<file path="config.mk">
export PLATFORM = sky130hd
export DESIGN_NAME = lfs_sequencer
export DESIGN_NICKNAME = d
export VERILOG_FILES = /design/src/hdl/lfs_pkg.sv /design/src/hdl/lfs_sequencer.sv /design/src/hdl/lfs_sync.sv /design/src/hdl/lfs_persist.sv
export SDC_FILE = /design/constraint.sdc
export NUM_CORES = 1
export LEC_CHECK = 0
export BUFFER_PORTS_ARGS = -buffer_cell sky130_fd_sc_hd__buf_4
export CORE_MARGIN = 4
export CORE_UTILIZATION = 45
export CTS_CLUSTER_SIZE = 16
export DETAILED_ROUTE_END_ITERATION = 7
export HOLD_SLACK_MARGIN = 0.03
export SYNTH_ARGS = -nofsm -noshare
export SYNTH_HDL_FRONTEND = slang
export SYNTH_SLANG_ARGS = --single-unit
</file>
<file path="constraint.sdc">
create_clock -name aclk -period 3.1 [get_ports aclk]
set_input_delay 0 -clock aclk [delete_from_list [all_inputs] [get_ports aclk]]
set_output_delay 0 -clock aclk [all_outputs]
set_load 0.005 [all_outputs]
</file>
<file path="src/hdl/lfs_pkg.sv">
// Constants and types of the LED fault sequencer
package lfs_pkg;

  // ----------------------------------------------------------------
  // Clock and timing
  // ----------------------------------------------------------------
  localparam int unsigned CLK_HZ        = 200_000_000;
  localparam int unsigned CYC_PER_US    = CLK_HZ / 1_000_000;
  localparam int unsigned CYC_PER_MS    = CLK_HZ / 1_000;
  localparam int unsigned BO_BLANK_MS   = 25;
  localparam int unsigned BO_BLANK_CYC  = BO_BLANK_MS * CYC_PER_MS;
  localparam int unsigned LL_BLANK_MS   = 25;
  localparam int unsigned LL_BLANK_CYC  = LL_BLANK_MS * CYC_PER_MS;
  localparam int unsigned SD_DELAY_NS   = 30_000;
  localparam int unsigned SD_DELAY_CYC  = SD_DELAY_NS * CYC_PER_US / 1_000;
  localparam int unsigned SHORT_MS      = 90;
  localparam int unsigned SHORT_CYC     = SHORT_MS * CYC_PER_MS;
  localparam int unsigned RECOVERY_S    = 4;
  localparam int unsigned RECOVERY_CYC  = RECOVERY_S * CLK_HZ;
  localparam int unsigned OTP_BLANK_US  = 250;
  localparam int unsigned OTP_BLANK_CYC = OTP_BLANK_US * CYC_PER_US;
  localparam int unsigned MAX_ON_US     = 40;
  localparam int unsigned MAX_ON_CYC    = MAX_ON_US * CYC_PER_US;
  localparam int unsigned FOLD_STEP_CYC = 2_000;

  // ----------------------------------------------------------------
  // Current reference, valley selection and 150% cycle limit
  // ----------------------------------------------------------------
  localparam logic [7:0] REF_FULL    = 8'hC8;
  localparam logic [7:0] REF_FLOOR   = 8'h64;
  localparam logic [7:0] REF_DELTA   = 8'h10;
  localparam logic [3:0] VAL_LOW     = 4'h1;
  localparam logic [3:0] VAL_HIGH    = 4'h2;
  localparam logic [3:0] VAL_LIGHT   = 4'h2;
  localparam logic [3:0] VAL_FOLD    = 4'h1;
  localparam logic [2:0] CS150_LIMIT = 3'h4;

  // ----------------------------------------------------------------
  // Register map (byte addresses) and fields
  // ----------------------------------------------------------------
  localparam logic [7:0] ADDR_CTRL     = 8'h00;
  localparam logic [7:0] ADDR_STATUS   = 8'h04;
  localparam logic [7:0] ADDR_INT_STAT = 8'h08;
  localparam logic [7:0] ADDR_INT_CLR  = 8'h0C;
  localparam logic [7:0] ADDR_INT_EN   = 8'h10;
  localparam int unsigned CTRL_AUTO_BIT = 0;
  localparam logic        CTRL_AUTO_RST = 1'b0;
  localparam int unsigned ST_STATE_LSB  = 0;
  localparam int unsigned ST_HL_BIT     = 3;
  localparam int unsigned ST_BO_BIT     = 4;
  localparam int unsigned ST_FOLD_BIT   = 5;
  localparam int unsigned ST_VAL_LSB    = 8;
  localparam int unsigned ST_REF_LSB    = 16;
  localparam int unsigned NUM_EV        = 7;
  localparam int unsigned EV_BROWNOUT   = 0;
  localparam int unsigned EV_OTP        = 1;
  localparam int unsigned EV_SD_OVP     = 2;
  localparam int unsigned EV_CS_SHORT   = 3;
  localparam int unsigned EV_AUX_SHORT  = 4;
  localparam int unsigned EV_VCC_OVP    = 5;
  localparam int unsigned EV_RESTART    = 6;
  localparam logic [1:0]  RESP_OKAY     = 2'h0;
  localparam logic [1:0]  RESP_SLVERR   = 2'h2;

  // ----------------------------------------------------------------
  // Persistence qualifiers, comparator inputs and states
  // ----------------------------------------------------------------
  localparam int unsigned NUM_Q   = 5;
  localparam int unsigned Q_BO    = 0;
  localparam int unsigned Q_LL    = 1;
  localparam int unsigned Q_TRIP  = 2;
  localparam int unsigned Q_OVP   = 3;
  localparam int unsigned Q_SHORT = 4;

  typedef struct packed {
    logic bo_on_above;
    logic bo_off_below;
    logic hl_above;
    logic ll_below;
    logic vcc_ovp;
    logic sd_ovp_above;
    logic sd_trip_below;
    logic sd_fold_below;
    logic cs_limit;
    logic cs_150;
    logic cs_setpoint;
    logic zc_above_short;
    logic valley_clock;
    logic light_load;
  } lfs_cmp_t;

  typedef enum logic [2:0] {
    ST_IDLE,
    ST_WAIT_VALLEY,
    ST_DRIVE,
    ST_RECOVER,
    ST_LATCHED
  } lfs_state_t;

endpackage

</file>
<file path="src/hdl/lfs_sequencer.sv">
// Fault supervision and gate sequencing of a quasi-resonant LED driver
// ----------------------------------------------------------------
// What this block does
// - Start pulsing only after brown-out turn-on level
// - Stop switching below brown-out turn-off level
// - High line waits for second valley
// - Light load skips additional valleys
// - Valley index locked until line/setpoint change
// - Foldback ramps reference down, floor at half
// - Second thermal threshold stops switching as fault
// - Shutdown pin pulled low forces thermal fault
// - Shutdown pin driven high is overvoltage fault
// - Pin faults latch off or auto-recover after delay
// - Peak current limit ends pulse every cycle
// - Four consecutive 150% cycles stop switching
// - Zero-crossing low for interval means short
// - Supply overvoltage shuts down, waits recovery delay
// - Thermal detection blanked after start-up
// - Shutdown pin faults confirmed after persistence delay
// - Low line after blanking, high line immediately
// ----------------------------------------------------------------
//
// Implementation choices: the register offsets and the AXI4-Lite register port.
`timescale 1ns/10ps
module lfs_sequencer #(
  parameter logic [31:0] BO_BLANK  = 32'(lfs_pkg::BO_BLANK_CYC),
  parameter logic [31:0] LL_BLANK  = 32'(lfs_pkg::LL_BLANK_CYC),
  parameter logic [31:0] SD_DELAY  = 32'(lfs_pkg::SD_DELAY_CYC),
  parameter logic [31:0] SHORT_T   = 32'(lfs_pkg::SHORT_CYC),
  parameter logic [31:0] RECOVERY  = 32'(lfs_pkg::RECOVERY_CYC),
  parameter logic [31:0] OTP_BLANK = 32'(lfs_pkg::OTP_BLANK_CYC),
  parameter logic [31:0] MAX_ON    = 32'(lfs_pkg::MAX_ON_CYC)
) (
  input  wire logic             aclk,
  input  wire logic             aresetn,
  input  wire lfs_pkg::lfs_cmp_t cmp_in,
  output logic                  gate_drive,
  output logic [7:0]            current_ref,
  output logic                  irq,
  input  wire logic [7:0]       s_axi_awaddr,
  input  wire logic             s_axi_awvalid,
  output logic                  s_axi_awready,
  input  wire logic [31:0]      s_axi_wdata,
  input  wire logic [3:0]       s_axi_wstrb,
  input  wire logic             s_axi_wvalid,
  output logic                  s_axi_wready,
  output logic [1:0]            s_axi_bresp,
  output logic                  s_axi_bvalid,
  input  wire logic             s_axi_bready,
  input  wire logic [7:0]       s_axi_araddr,
  input  wire logic             s_axi_arvalid,
  output logic                  s_axi_arready,
  output logic [31:0]           s_axi_rdata,
  output logic [1:0]            s_axi_rresp,
  output logic                  s_axi_rvalid,
  input  wire logic             s_axi_rready
);

  // ----------------------------------------------------------------
  // Input qualification
  // ----------------------------------------------------------------
  lfs_pkg::lfs_cmp_t cmp;
  logic [lfs_pkg::NUM_Q-1:0] q_cond;
  logic [31:0]               q_limit [lfs_pkg::NUM_Q];
  logic [lfs_pkg::NUM_Q-1:0] q_hit;

  lfs_sync #(
    .W ($bits(lfs_pkg::lfs_cmp_t))
  ) u_sync (
    .aclk    (aclk),
    .aresetn (aresetn),
    .d       (cmp_in),
    .q       (cmp)
  );

  assign q_cond[lfs_pkg::Q_BO]     = cmp.bo_off_below;
  assign q_cond[lfs_pkg::Q_LL]     = cmp.ll_below;
  assign q_cond[lfs_pkg::Q_TRIP]   = cmp.sd_trip_below;
  assign q_cond[lfs_pkg::Q_OVP]    = cmp.sd_ovp_above;
  assign q_cond[lfs_pkg::Q_SHORT]  = !cmp.zc_above_short;
  assign q_limit[lfs_pkg::Q_BO]    = BO_BLANK;
  assign q_limit[lfs_pkg::Q_LL]    = LL_BLANK;
  assign q_limit[lfs_pkg::Q_TRIP]  = SD_DELAY;
  assign q_limit[lfs_pkg::Q_OVP]   = SD_DELAY;
  assign q_limit[lfs_pkg::Q_SHORT] = SHORT_T;

  for (genvar i = 0; i < lfs_pkg::NUM_Q; i++) begin : g_q
    lfs_persist u_persist (
      .aclk    (aclk),
      .aresetn (aresetn),
      .cond    (q_cond[i]),
      .limit   (q_limit[i]),
      .hit     (q_hit[i])
    );
  end

  // ----------------------------------------------------------------
  // Line supervision
  // ----------------------------------------------------------------
  logic bo_ok_q;
  logic high_line_q;
  logic high_line_prev_q;

  always_ff @(posedge aclk) begin
    if (!aresetn) begin
      bo_ok_q <= 1'b0;
    end else if (q_hit[lfs_pkg::Q_BO]) begin
      bo_ok_q <= 1'b0;
    end else if (cmp.bo_on_above) begin
      bo_ok_q <= 1'b1;
    end
  end

  always_ff @(posedge aclk) begin
    if (!aresetn) begin
      high_line_q      <= 1'b0;
      high_line_prev_q <= 1'b0;
    end else begin
      high_line_prev_q <= high_line_q;
      if (cmp.hl_above) begin
        high_line_q <= 1'b1;
      end else if (q_hit[lfs_pkg::Q_LL]) begin
        high_line_q <= 1'b0;
      end
    end
  end

  // ----------------------------------------------------------------
  // Thermal blanking and foldback
  // ----------------------------------------------------------------
  logic [31:0] otp_blank_q;
  logic        otp_armed;
  logic [31:0] fold_cnt_q;
  logic [7:0]  ref_q;
  logic        fold_active;

  // Lets a filter cap on the pin settle before thermal faults count
  always_ff @(posedge aclk) begin
    if (!aresetn) begin
      otp_blank_q <= 32'h0000_0000;
    end else if (!otp_armed) begin
      otp_blank_q <= otp_blank_q + 32'h0000_0001;
    end
  end
  assign otp_armed = (otp_blank_q >= OTP_BLANK);

  assign fold_active = cmp.sd_fold_below;

  always_ff @(posedge aclk) begin
    if (!aresetn) begin
      fold_cnt_q <= 32'h0000_0000;
      ref_q      <= lfs_pkg::REF_FULL;
    end else if (fold_cnt_q + 32'h0000_0001 >= 32'(lfs_pkg::FOLD_STEP_CYC)) begin
      fold_cnt_q <= 32'h0000_0000;
      if (fold_active && ref_q > lfs_pkg::REF_FLOOR) begin
        ref_q <= ref_q - 8'h01;
      end else if (!fold_active && ref_q < lfs_pkg::REF_FULL) begin
        ref_q <= ref_q + 8'h01;
      end
    end else begin
      fold_cnt_q <= fold_cnt_q + 32'h0000_0001;
    end
  end
  assign current_ref = ref_q;

  // ----------------------------------------------------------------
  // Valley selection
  // ----------------------------------------------------------------
  logic [3:0] val_target;
  logic [3:0] val_idx_q;
  logic [7:0] ref_lock_q;
  logic [7:0] ref_diff;
  logic       relock;
  lfs_pkg::lfs_state_t state_q;

  always_comb begin
    val_target = high_line_q ? lfs_pkg::VAL_HIGH : lfs_pkg::VAL_LOW;
    if (cmp.light_load) begin
      val_target = val_target + lfs_pkg::VAL_LIGHT;
    end
    if (fold_active) begin
      val_target = val_target + lfs_pkg::VAL_FOLD;
    end
  end

  assign ref_diff = (ref_q > ref_lock_q) ? ref_q - ref_lock_q : ref_lock_q - ref_q;
  assign relock   = (high_line_q != high_line_prev_q) || (ref_diff >= lfs_pkg::REF_DELTA)
                    || (state_q == lfs_pkg::ST_IDLE);

  // Locking avoids hopping between valleys and the audible noise it causes
  always_ff @(posedge aclk) begin
    if (!aresetn) begin
      val_idx_q  <= lfs_pkg::VAL_LOW;
      ref_lock_q <= lfs_pkg::REF_FULL;
    end else if (relock) begin
      val_idx_q  <= val_target;
      ref_lock_q <= ref_q;
    end
  end

  // ----------------------------------------------------------------
  // Fault detection
  // ----------------------------------------------------------------
  logic       running;
  logic       otp_fault;
  logic       ovp_fault;
  logic       short_fault;
  logic       cs_fault;
  logic       any_fault;
  logic       latch_kind;
  logic       auto_q;
  logic [2:0] cs150_cnt_q;
  logic       cs150_seen_q;
  logic       pulse_end;

  assign running     = (state_q == lfs_pkg::ST_WAIT_VALLEY) || (state_q == lfs_pkg::ST_DRIVE);
  assign otp_fault   = otp_armed && q_hit[lfs_pkg::Q_TRIP];
  assign ovp_fault   = q_hit[lfs_pkg::Q_OVP];
  assign short_fault = q_hit[lfs_pkg::Q_SHORT];
  assign cs_fault    = (cs150_cnt_q >= lfs_pkg::CS150_LIMIT);
  assign any_fault   = running && (otp_fault || ovp_fault || short_fault || cs_fault
                                   || cmp.vcc_ovp);
  // Supply overvoltage always retries; the others follow the variant
  assign latch_kind  = !auto_q && (otp_fault || ovp_fault || short_fault || cs_fault);

  always_ff @(posedge aclk) begin
    if (!aresetn) begin
      cs150_cnt_q  <= 3'h0;
      cs150_seen_q <= 1'b0;
    end else if (!running) begin
      cs150_cnt_q  <= 3'h0;
      cs150_seen_q <= 1'b0;
    end else if (pulse_end) begin
      cs150_seen_q <= 1'b0;
      if (cs150_seen_q || cmp.cs_150) begin
        cs150_cnt_q <= (cs150_cnt_q < lfs_pkg::CS150_LIMIT) ? cs150_cnt_q + 3'h1
                                                           : cs150_cnt_q;
      end else begin
        cs150_cnt_q <= 3'h0;
      end
    end else if (state_q == lfs_pkg::ST_DRIVE && cmp.cs_150) begin
      cs150_seen_q <= 1'b1;
    end
  end

  // ----------------------------------------------------------------
  // Sequencer
  // ----------------------------------------------------------------
  logic [31:0] tmr_q;
  logic        valley_prev_q;
  logic        valley_edge;
  logic [3:0]  valley_cnt_q;
  logic        gate_q;
  logic        restart_ev;

  assign valley_edge = cmp.valley_clock && !valley_prev_q;
  assign pulse_end   = (state_q == lfs_pkg::ST_DRIVE)
                       && (cmp.cs_limit || cmp.cs_setpoint || tmr_q >= MAX_ON);
  assign restart_ev  = (state_q == lfs_pkg::ST_RECOVER) && (tmr_q + 32'h0000_0001 >= RECOVERY);

  always_ff @(posedge aclk) begin
    if (!aresetn) begin
      valley_prev_q <= 1'b0;
    end else begin
      valley_prev_q <= cmp.valley_clock;
    end
  end

  always_ff @(posedge aclk) begin
    if (!aresetn) begin
      state_q      <= lfs_pkg::ST_IDLE;
      tmr_q        <= 32'h0000_0000;
      valley_cnt_q <= 4'h0;
      gate_q       <= 1'b0;
    end else begin
      case (state_q)
        lfs_pkg::ST_IDLE: begin
          gate_q <= 1'b0;
          if (bo_ok_q) begin
            state_q      <= lfs_pkg::ST_WAIT_VALLEY;
            valley_cnt_q <= 4'h0;
          end
        end
        lfs_pkg::ST_WAIT_VALLEY: begin
          if (any_fault) begin
            state_q <= latch_kind ? lfs_pkg::ST_LATCHED : lfs_pkg::ST_RECOVER;
            tmr_q   <= 32'h0000_0000;
          end else if (!bo_ok_q) begin
            state_q <= lfs_pkg::ST_IDLE;
          end else if (valley_edge) begin
            if (valley_cnt_q + 4'h1 >= val_idx_q) begin
              state_q <= lfs_pkg::ST_DRIVE;
              gate_q  <= 1'b1;
              tmr_q   <= 32'h0000_0000;
            end else begin
              valley_cnt_q <= valley_cnt_q + 4'h1;
            end
          end
        end
        lfs_pkg::ST_DRIVE: begin
          tmr_q <= tmr_q + 32'h0000_0001;
          if (any_fault) begin
            state_q <= latch_kind ? lfs_pkg::ST_LATCHED : lfs_pkg::ST_RECOVER;
            gate_q  <= 1'b0;
            tmr_q   <= 32'h0000_0000;
          end else if (!bo_ok_q) begin
            state_q <= lfs_pkg::ST_IDLE;
            gate_q  <= 1'b0;
          end else if (pulse_end) begin
            state_q      <= lfs_pkg::ST_WAIT_VALLEY;
            gate_q       <= 1'b0;
            valley_cnt_q <= 4'h0;
          end
        end
        lfs_pkg::ST_RECOVER: begin
          gate_q <= 1'b0;
          tmr_q  <= tmr_q + 32'h0000_0001;
          if (restart_ev) begin
            state_q <= lfs_pkg::ST_IDLE;
          end
        end
        lfs_pkg::ST_LATCHED: begin
          gate_q <= 1'b0;
        end
        default: begin
          state_q <= lfs_pkg::ST_IDLE;
          gate_q  <= 1'b0;
        end
      endcase
    end
  end
  assign gate_drive = gate_q;

  // ----------------------------------------------------------------
  // Interrupt status
  // ----------------------------------------------------------------
  logic [lfs_pkg::NUM_EV-1:0] ev;
  logic [lfs_pkg::NUM_EV-1:0] int_stat_q;
  logic [lfs_pkg::NUM_EV-1:0] int_en_q;
  logic [lfs_pkg::NUM_EV-1:0] int_clr;

  always_comb begin
    ev = '0;
    ev[lfs_pkg::EV_BROWNOUT]  = running && !bo_ok_q && !any_fault;
    ev[lfs_pkg::EV_OTP]       = any_fault && otp_fault;
    ev[lfs_pkg::EV_SD_OVP]    = any_fault && ovp_fault;
    ev[lfs_pkg::EV_CS_SHORT]  = any_fault && cs_fault;
    ev[lfs_pkg::EV_AUX_SHORT] = any_fault && short_fault;
    ev[lfs_pkg::EV_VCC_OVP]   = any_fault && cmp.vcc_ovp;
    ev[lfs_pkg::EV_RESTART]   = restart_ev;
  end

  // A new event outranks a clear landing in the same cycle
  always_ff @(posedge aclk) begin
    if (!aresetn) begin
      int_stat_q <= '0;
    end else begin
      int_stat_q <= (int_stat_q & ~int_clr) | ev;
    end
  end
  assign irq = |(int_stat_q & int_en_q);

  // ----------------------------------------------------------------
  // AXI4-Lite slave
  // ----------------------------------------------------------------
  logic        aw_have_q;
  logic        w_have_q;
  logic [7:0]  awaddr_q;
  logic [31:0] wdata_q;
  logic [3:0]  wstrb_q;
  logic        bvalid_q;
  logic [1:0]  bresp_q;
  logic        do_write;
  logic        rvalid_q;
  logic [31:0] rdata_q;
  logic [1:0]  rresp_q;
  logic [31:0] status_word;

  assign s_axi_awready = !aw_have_q && !bvalid_q;
  assign s_axi_wready  = !w_have_q && !bvalid_q;
  assign s_axi_arready = !rvalid_q;
  assign s_axi_bvalid  = bvalid_q;
  assign s_axi_bresp   = bresp_q;
  assign s_axi_rvalid  = rvalid_q;
  assign s_axi_rdata   = rdata_q;
  assign s_axi_rresp   = rresp_q;
  assign do_write      = aw_have_q && w_have_q && !bvalid_q;
  assign int_clr       = (do_write && awaddr_q == lfs_pkg::ADDR_INT_CLR && wstrb_q[0])
                         ? wdata_q[lfs_pkg::NUM_EV-1:0] : '0;

  always_ff @(posedge aclk) begin
    if (!aresetn) begin
      aw_have_q <= 1'b0;
      w_have_q  <= 1'b0;
      awaddr_q  <= 8'h00;
      wdata_q   <= 32'h0000_0000;
      wstrb_q   <= 4'h0;
      bvalid_q  <= 1'b0;
      bresp_q   <= lfs_pkg::RESP_OKAY;
    end else begin
      if (s_axi_awvalid && s_axi_awready) begin
        aw_have_q <= 1'b1;
        awaddr_q  <= s_axi_awaddr;
      end
      if (s_axi_wvalid && s_axi_wready) begin
        w_have_q <= 1'b1;
        wdata_q  <= s_axi_wdata;
        wstrb_q  <= s_axi_wstrb;
      end
      if (do_write) begin
        aw_have_q <= 1'b0;
        w_have_q  <= 1'b0;
        bvalid_q  <= 1'b1;
        case (awaddr_q)
          lfs_pkg::ADDR_CTRL,
          lfs_pkg::ADDR_STATUS,
          lfs_pkg::ADDR_INT_STAT,
          lfs_pkg::ADDR_INT_CLR,
          lfs_pkg::ADDR_INT_EN: bresp_q <= lfs_pkg::RESP_OKAY;
          default:              bresp_q <= lfs_pkg::RESP_SLVERR;
        endcase
      end else if (bvalid_q && s_axi_bready) begin
        bvalid_q <= 1'b0;
      end
    end
  end

  // Variant and enables change only by a write with the low lane strobed
  always_ff @(posedge aclk) begin
    if (!aresetn) begin
      auto_q   <= lfs_pkg::CTRL_AUTO_RST;
      int_en_q <= '0;
    end else if (do_write && wstrb_q[0]) begin
      if (awaddr_q == lfs_pkg::ADDR_CTRL) begin
        auto_q <= wdata_q[lfs_pkg::CTRL_AUTO_BIT];
      end
      if (awaddr_q == lfs_pkg::ADDR_INT_EN) begin
        int_en_q <= wdata_q[lfs_pkg::NUM_EV-1:0];
      end
    end
  end

  always_comb begin
    status_word = 32'h0000_0000;
    status_word[lfs_pkg::ST_STATE_LSB +: 3] = state_q;
    status_word[lfs_pkg::ST_HL_BIT]         = high_line_q;
    status_word[lfs_pkg::ST_BO_BIT]         = bo_ok_q;
    status_word[lfs_pkg::ST_FOLD_BIT]       = fold_active;
    status_word[lfs_pkg::ST_VAL_LSB +: 4]   = val_idx_q;
    status_word[lfs_pkg::ST_REF_LSB +: 8]   = ref_q;
  end

  always_ff @(posedge aclk) begin
    if (!aresetn) begin
      rvalid_q <= 1'b0;
      rdata_q  <= 32'h0000_0000;
      rresp_q  <= lfs_pkg::RESP_OKAY;
    end else if (s_axi_arvalid && s_axi_arready) begin
      rvalid_q <= 1'b1;
      rresp_q  <= lfs_pkg::RESP_OKAY;
      case (s_axi_araddr)
        lfs_pkg::ADDR_CTRL:     rdata_q <= {31'h0, auto_q};
        lfs_pkg::ADDR_STATUS:   rdata_q <= status_word;
        lfs_pkg::ADDR_INT_STAT: rdata_q <= {25'h0, int_stat_q};
        lfs_pkg::ADDR_INT_CLR:  rdata_q <= 32'h0000_0000;
        lfs_pkg::ADDR_INT_EN:   rdata_q <= {25'h0, int_en_q};
        default: begin
          rdata_q <= 32'h0000_0000;
          rresp_q <= lfs_pkg::RESP_SLVERR;
        end
      endcase
    end else if (rvalid_q && s_axi_rready) begin
      rvalid_q <= 1'b0;
    end
  end

endmodule

</file>
<file path="src/hdl/lfs_sync.sv">
// Two-flop synchroniser
`timescale 1ns/10ps
module lfs_sync #(
  parameter int unsigned W = 1
) (
  input  wire logic         aclk,
  input  wire logic         aresetn,
  input  wire logic [W-1:0] d,
  output logic      [W-1:0] q
);

  logic [W-1:0] meta_q;

  always_ff @(posedge aclk) begin
    if (!aresetn) begin
      meta_q <= '0;
      q      <= '0;
    end else begin
      meta_q <= d;
      q      <= meta_q;
    end
  end

endmodule

</file>
<file path="src/hdl/lfs_persist.sv">
// Persistence qualifier
`timescale 1ns/10ps
module lfs_persist (
  input  wire logic        aclk,
  input  wire logic        aresetn,
  input  wire logic        cond,
  input  wire logic [31:0] limit,
  output logic             hit
);

  logic [31:0] cnt_q;

  // Any drop of the condition restarts the whole interval
  always_ff @(posedge aclk) begin
    if (!aresetn || !cond) begin
      cnt_q <= 32'h0000_0000;
      hit   <= 1'b0;
    end else if (cnt_q + 32'h0000_0001 >= limit) begin
      hit   <= 1'b1;
    end else begin
      cnt_q <= cnt_q + 32'h0000_0001;
    end
  end

endmodule

</file>
# Yosys cells after proc, flatten, opt, wreduce, memory -nomap -nowiden
# Cells that the tools add are included.
[totals]
regBits = 396
elab_cells = 243
[op_classes]
add_sub_neg = 16
order_cmp = 16
eq_ne = 30
n_mux = 52
bitwise = 7
n_reduce_logical = 82
[ops]
columns = ["operator", "count"]
rows = [
  ["$add 32x1->32 const B", 8],
  ["$mux 32", 5],
  ["$ge 32x13->1 const B", 3],
  ["$pmux 24 s4", 1],
  ["$pmux 32 s3", 1],
  ["$ge 32x23->1 const B", 2],
  ["$mux 3", 13],
  ["$mux 4", 9],
  ["$eq 8x4->1 const B", 4],
  ["$ge 32x11->1 const B", 1],
  ["$ge 32x16->1 const B", 1],
  ["$ge 32x25->1 const B", 1],
  ["$ge 32x30->1 const B", 1],
  ["$logic_and 1x1->1", 28],
  ["$mux 8", 3],
  ["$ne 2x2->1 const B", 9],
  ["$eq 8x3->1 const B", 2],
  ["$eq 8x5->1 const B", 2],
  ["$logic_not 8->1", 2],
  ["$sub 8x8->8", 2],
  ["$logic_or 1x1->1", 15],
  ["$pmux 3 s5", 1],
  ["$and 7x7->7", 2],
  ["$logic_not 1->1", 14],
  ["other kinds (41)", 73],
]

# Longest topological paths before layout
[depth]
depth_word = 10
mapped_depth = 14

# Hierarchy
# Synthesis repeated with hierarchy kept, for this count alone.
[hier_totals]
hier_cells = 2987
area_unflattened_um2 = 24641.1
[modules_own_cells]
columns = ["module", "n_inst", "cells_per_inst", "area_per_inst_um2", "seq_area_each_um2"]
rows = [
  ["lfs_persist", 5, 347, 2840.2, 660.6],
  ["lfs_sequencer", 1, 1194, 9654.3, 3763.6],
  ["lfs_sync", 1, 58, 785.8, 560.5],
]

# Least setup slack after synthesis
# Ideal clock, no wire load.
[synth_timing]
kind = "register to register"
start = "register g_q[1].u_persist.cnt_q[0]"
end = "register g_q[1].u_persist.cnt_q[14]"
arrival_ps = 3231
slack_ps = -202
path_stages_with_launch = 13
path_buffers = 2
synth_period_minus_slack_ps = 3302
path_cell_list = "dfxtp_1 > ha_1 > nand3_2 > or4b_2 > a31o_2 > a2111oi_4 > o311ai_1 > and4_1 > buf_6 > or2_1 > buf_6 > or4_1 > a21oi_1"
[synth_between]
elab_chain_len = 2
[synth_rtl]
columns = ["item", "line_no", "rtl"]
rows = [
  ["start, declared", "lfs_persist.sv:11", "logic [31:0] cnt_q;"],
  ["start signal, assigned", "lfs_persist.sv:21", "cnt_q <= cnt_q + 32'h0000_0001;"],
  ["$add 32x1->32 *", "lfs_persist.sv:18, lfs_persist.sv:21", ""],
  ["$ge 32x23->1", "lfs_persist.sv:18", "end else if (cnt_q + 32'h0000_0001 >= limit) begin"],
]
# Every way passes the cells marked *; elsewhere a longest branch is shown, timed or not.
# A chain may end at the register's enable or synchronous reset.

# Worst setup path after layout
[layout_timing]
start = "register g_q[3].u_persist.cnt_q[9]"
end = "register g_q[3].u_persist.cnt_q[3]"
[layout_between]
elab_chain_len = 2
[layout_rtl]
columns = ["item", "line_no"]
rows = [
  ["start, declared", "lfs_persist.sv:11"],
  ["start signal, assigned", "lfs_persist.sv:21"],
  ["$add 32x1->32", "lfs_persist.sv:18"],
  ["$ge 32x13->1", "lfs_persist.sv:18"],
]
# Every way passes these cells.

==> results.md <==
| Parameter | Value |
|---|---|
| Placement Setup Slack | -0.00722 ns |
| Predominant post-synthesis flop cell | dfxtp_1 |
| Leading cell types in the layout, fill and taps excluded | dfxtp_1, nand2_1, buf_4 |
| Reg clk slew, reported paths | 0.06 ns |
| Rel. slew slack | 36.2% |
| Comb pwr share | 16.7% |
| IR Drop Worst-Case VDD | 0.000425 V |
| Setup tns final | 0 ns |
| Chip height | 216 um |
| Slack of the critical path | 0.102 ns |
| Floorplan row count | 76 |
| Hold Crit Start | s_axi_araddr[4] |
| Biggest area consumer among synthesized cells | dfxtp_1 |
| Placed insts | 3,104 |
| GRT Resource Usage Total | 20.1% |
| Initial Util | 45.4% |
| Final setup violating endpoints | 0 |
| Starting DRC count in detailed routing | 1,198 |
| Cell types with the largest area share after synthesis | dfxtp_1, nand2_1, nor2_1, xnor2_1, and2_1 |
| FILL cells | 3,976 |
| Total number of vias | 17,900 |
| Tightest hold margin | 0.0793 ns |
| Total grt overflow | 0 |
| Status | finished clean |
| Floorplan Core Area | 43,000 um2 |
| Clock network latency to the later pin of the worst-skew pair | 0.56 ns |
| Critical path launch point | g_q[3].u_persist.cnt_q[9] |
| Power density normalized to cell area | 524 nW/um2 |
| Vias in the first global route | 16,800 |
| Antenna-violating nets left | 0 |
| Number of maximum-capacitance constraint violations | 0 |
| Largest fanout on the critical path | 8 |
| Proportion of register bits with asynchronous set or reset after synthesis | 0% |
| Yosys top cell area share | 39.1% |
| Pre-antenna DRT Iters | 5 |
| Detail Placement HPWL | 33,100 um |
| Switching power summed over all nets | 3.34 mW |
| Total number of clock tree sinks | 381 |
| Area of the die | 46,700 um2 |
| Count of yosys warnings during synthesis | 0 |
| Final-report max-slew violation count | 0 |
| Level count of the clock H-tree | 2 |
| Average cell area after synthesis | 8.14 um2 |
| Utilization after layout | 56.3% |
| Final critical path time including I/O delays and setup | 3.00 ns |
| Final hold vios | 0 |
| First-pass GRT wire length | 81,900 um |
| Number of antenna diodes | 0 |
| Number of enable-type register cells in the synthesized netlist | 0 |
| Cts bufs inserted | 44 |
| Post-route fraction of the period consumed by the critical path | 96.7% |
| Weighted congestion reported at the end of routability-driven placement | 0.869 |
| Maximum clock path buffer count | 3 |
| Classification of the worst setup path | register to register |
| Placed inst area | 21,500 um2 |
| Boundary pin count | 124 |
| Number of buffers inserted by port buffering | 80 |
| Arrival time of the worst setup path | 3.42 ns |
| Required time reported for the critical path endpoint | 3.52 ns |
| Setup repair after global routing missed its margin | yes |
| Fraction of power consumed by sequential logic | 40.6% |
| Maximum frequency from static timing analysis | 334 MHz |
| Routed wirelength normalized by instance count | 14.8 um |
| Total standard cell area after synthesis | 19,500 um2 |
| Worst setup SP type | register |
| Post-route standard cell area excluding fillers | 24,200 um2 |
| TritonCTS clock tree | done |
| Fraction of layout cells with a size suffix above 1 | 15.6% |
| Classification of the worst-slack hold path | primary input to register |
| Synthesized instance count | 2,395 |
| Crit path capture type | register |
| Internal power component | 9.32 mW |
| Net count of the finished layout | 2,781 |
| Detailed-route wire length | 48,400 um |
| Most common library cell in the layout ignoring fill and taps | dfxtp_1 |
| Synth cell types | 80 |
| Syn-to-layout area delta | 24.0% |
| Sequential-to-total area share from yosys stat | 39.1% |
| Actual transition at the worst max-transition pin | 0.955 ns |
| Die width | 216 um |
| Worst reg2reg startpoint | g_q[3].u_persist.cnt_q[9] |
| DRC violations left | 0 |
| Leakage power | 8.89 nW |
| Per-cell via count in the routed design | 5.47 |
| Post-Route Skew | 0.0135 ns |
| Clock group share of total power | 42.7% |
| Library cell used as clock root buffer | clkbuf_16 |
| Maximum number of pins on one net before global-route repair | 56 |
| Overall power of the completed layout | 12.7 mW |
| Number of storage elements in the synthesis netlist | 381 |
| Final cell count without fillers | 3,279 |
| Switching Share | 26.4% |
| Number of antenna violations at the first check in global routing | 1 |
==> kinds of logic after synthesis <==
kind of cell | after synthesis | share of synthesized area (%)
buffers and inverters | 204 | 4.41
and+or+nand+nor | 1126 | 30.1
DFF | 381 | 39.1
muxes | 34 | 1.82
AOI/OAI and AO/OA | 463 | 15.3
other | 1 | 0.0192
adders and majority gates | 48 | 3.11
xor gates and xnor gates | 138 | 6.20
==> power groups by stage <==
stage	Clock [mW]	Combinational, mW	Sequential (mW)
6_report	5.41	2.12	5.14
5_1_grt	5.77	2.34	5.15
4_1_cts	5.58	1.84	5.13
3_5_place_dp	0	1.72	5.24
3_3_place_gp	0	1.68	5.24
2_1_floorplan	0	1.16	5.25
==> cell type report <==
class                   count  area [um2]  area share [%]
repair buffers            314        2590            10.7
clock buffers              61        1300            5.37
well taps                 585         732            3.03
multi-input cells        1846       11400            47.1
inverters                  74         279            1.15
clock inverters            18         226           0.937
flip-flops and latches    381        7670            31.7
==> cell usage after synthesis, types with 37 or more instances <==
cell type,n
dfxtp_1,381
nand2_1,236
nor2_1,227
a21oi_1,133
o21ai_0,110
and2_1,109
nand3_1,104
nor3_1,101
clkbuf_1,99
xnor2_1,88
inv_1,74
nand4_1,61
nor4_1,57
xor2_1,50
ha_1,46
and3_1,45
a31oi_1,37
==> layer usage <==
layer  wire length (um)  global-route usage, %  vias to the layer above
li1                   -                      -                     9106
met1              23300                   28.0                     8426
met2              22000                   32.4                      326
met3               2030                   2.89                       73
met4               1160                   6.34                        0
met5                  0                      0                        -
==> flip-flops by register name, indices dropped and copies added (netlist names), 4 cells and up <==
name	cells
valley_cnt_q	4
int_en_q	7
wdata_q	7
u_sync.q	14
int_stat_q	7
fold_cnt_q	32
ref_lock_q	8
tmr_q	32
otp_blank_q	32
val_idx_q	4
u_sync.meta_q	14
awaddr_q	8
g_q.u_persist.hit	5
g_q.u_persist.cnt_q	160
s_axi_rdata	19
current_ref	8
==> worst max-delay path, cell delays in order, from the launching register on <==
cell	delay, ns
dfxtp_2	0.33
and4_4	0.24
nand4_1	0.13
or4_1	0.53
a221o_1	0.32
or4_4	0.43
a211oi_4	0.29
buf_12	0.15
buf_4	0.16
nand3_1	0.10
xor2_1	0.14
nor2_1	0.05
==> repair_timing <==
action | 4_1_cts | 5_1_grt
hold endpoints to repair | 56 | 0
hold buffers | 78 | 0
cloned | 0 | 1
setup buffers | 0 | 17
endpoints found under the setup margin | 2 | 105
pin swaps | 0 | 23
gates resized for setup | 2 | 66
==> final timing paths <==
path / end / slack, ns / depth (start not counted)
max: g_q[3].u_persist.cnt_q[3] / 0.10 / 11
min: s_axi_rdata[11] / 0.08 / 5
max reg2reg: g_q[3].u_persist.cnt_q[3] / 0.10 / 11
min reg2reg: bo_ok_q / 0.43 / 1
(Power assumes the default switching activity.)
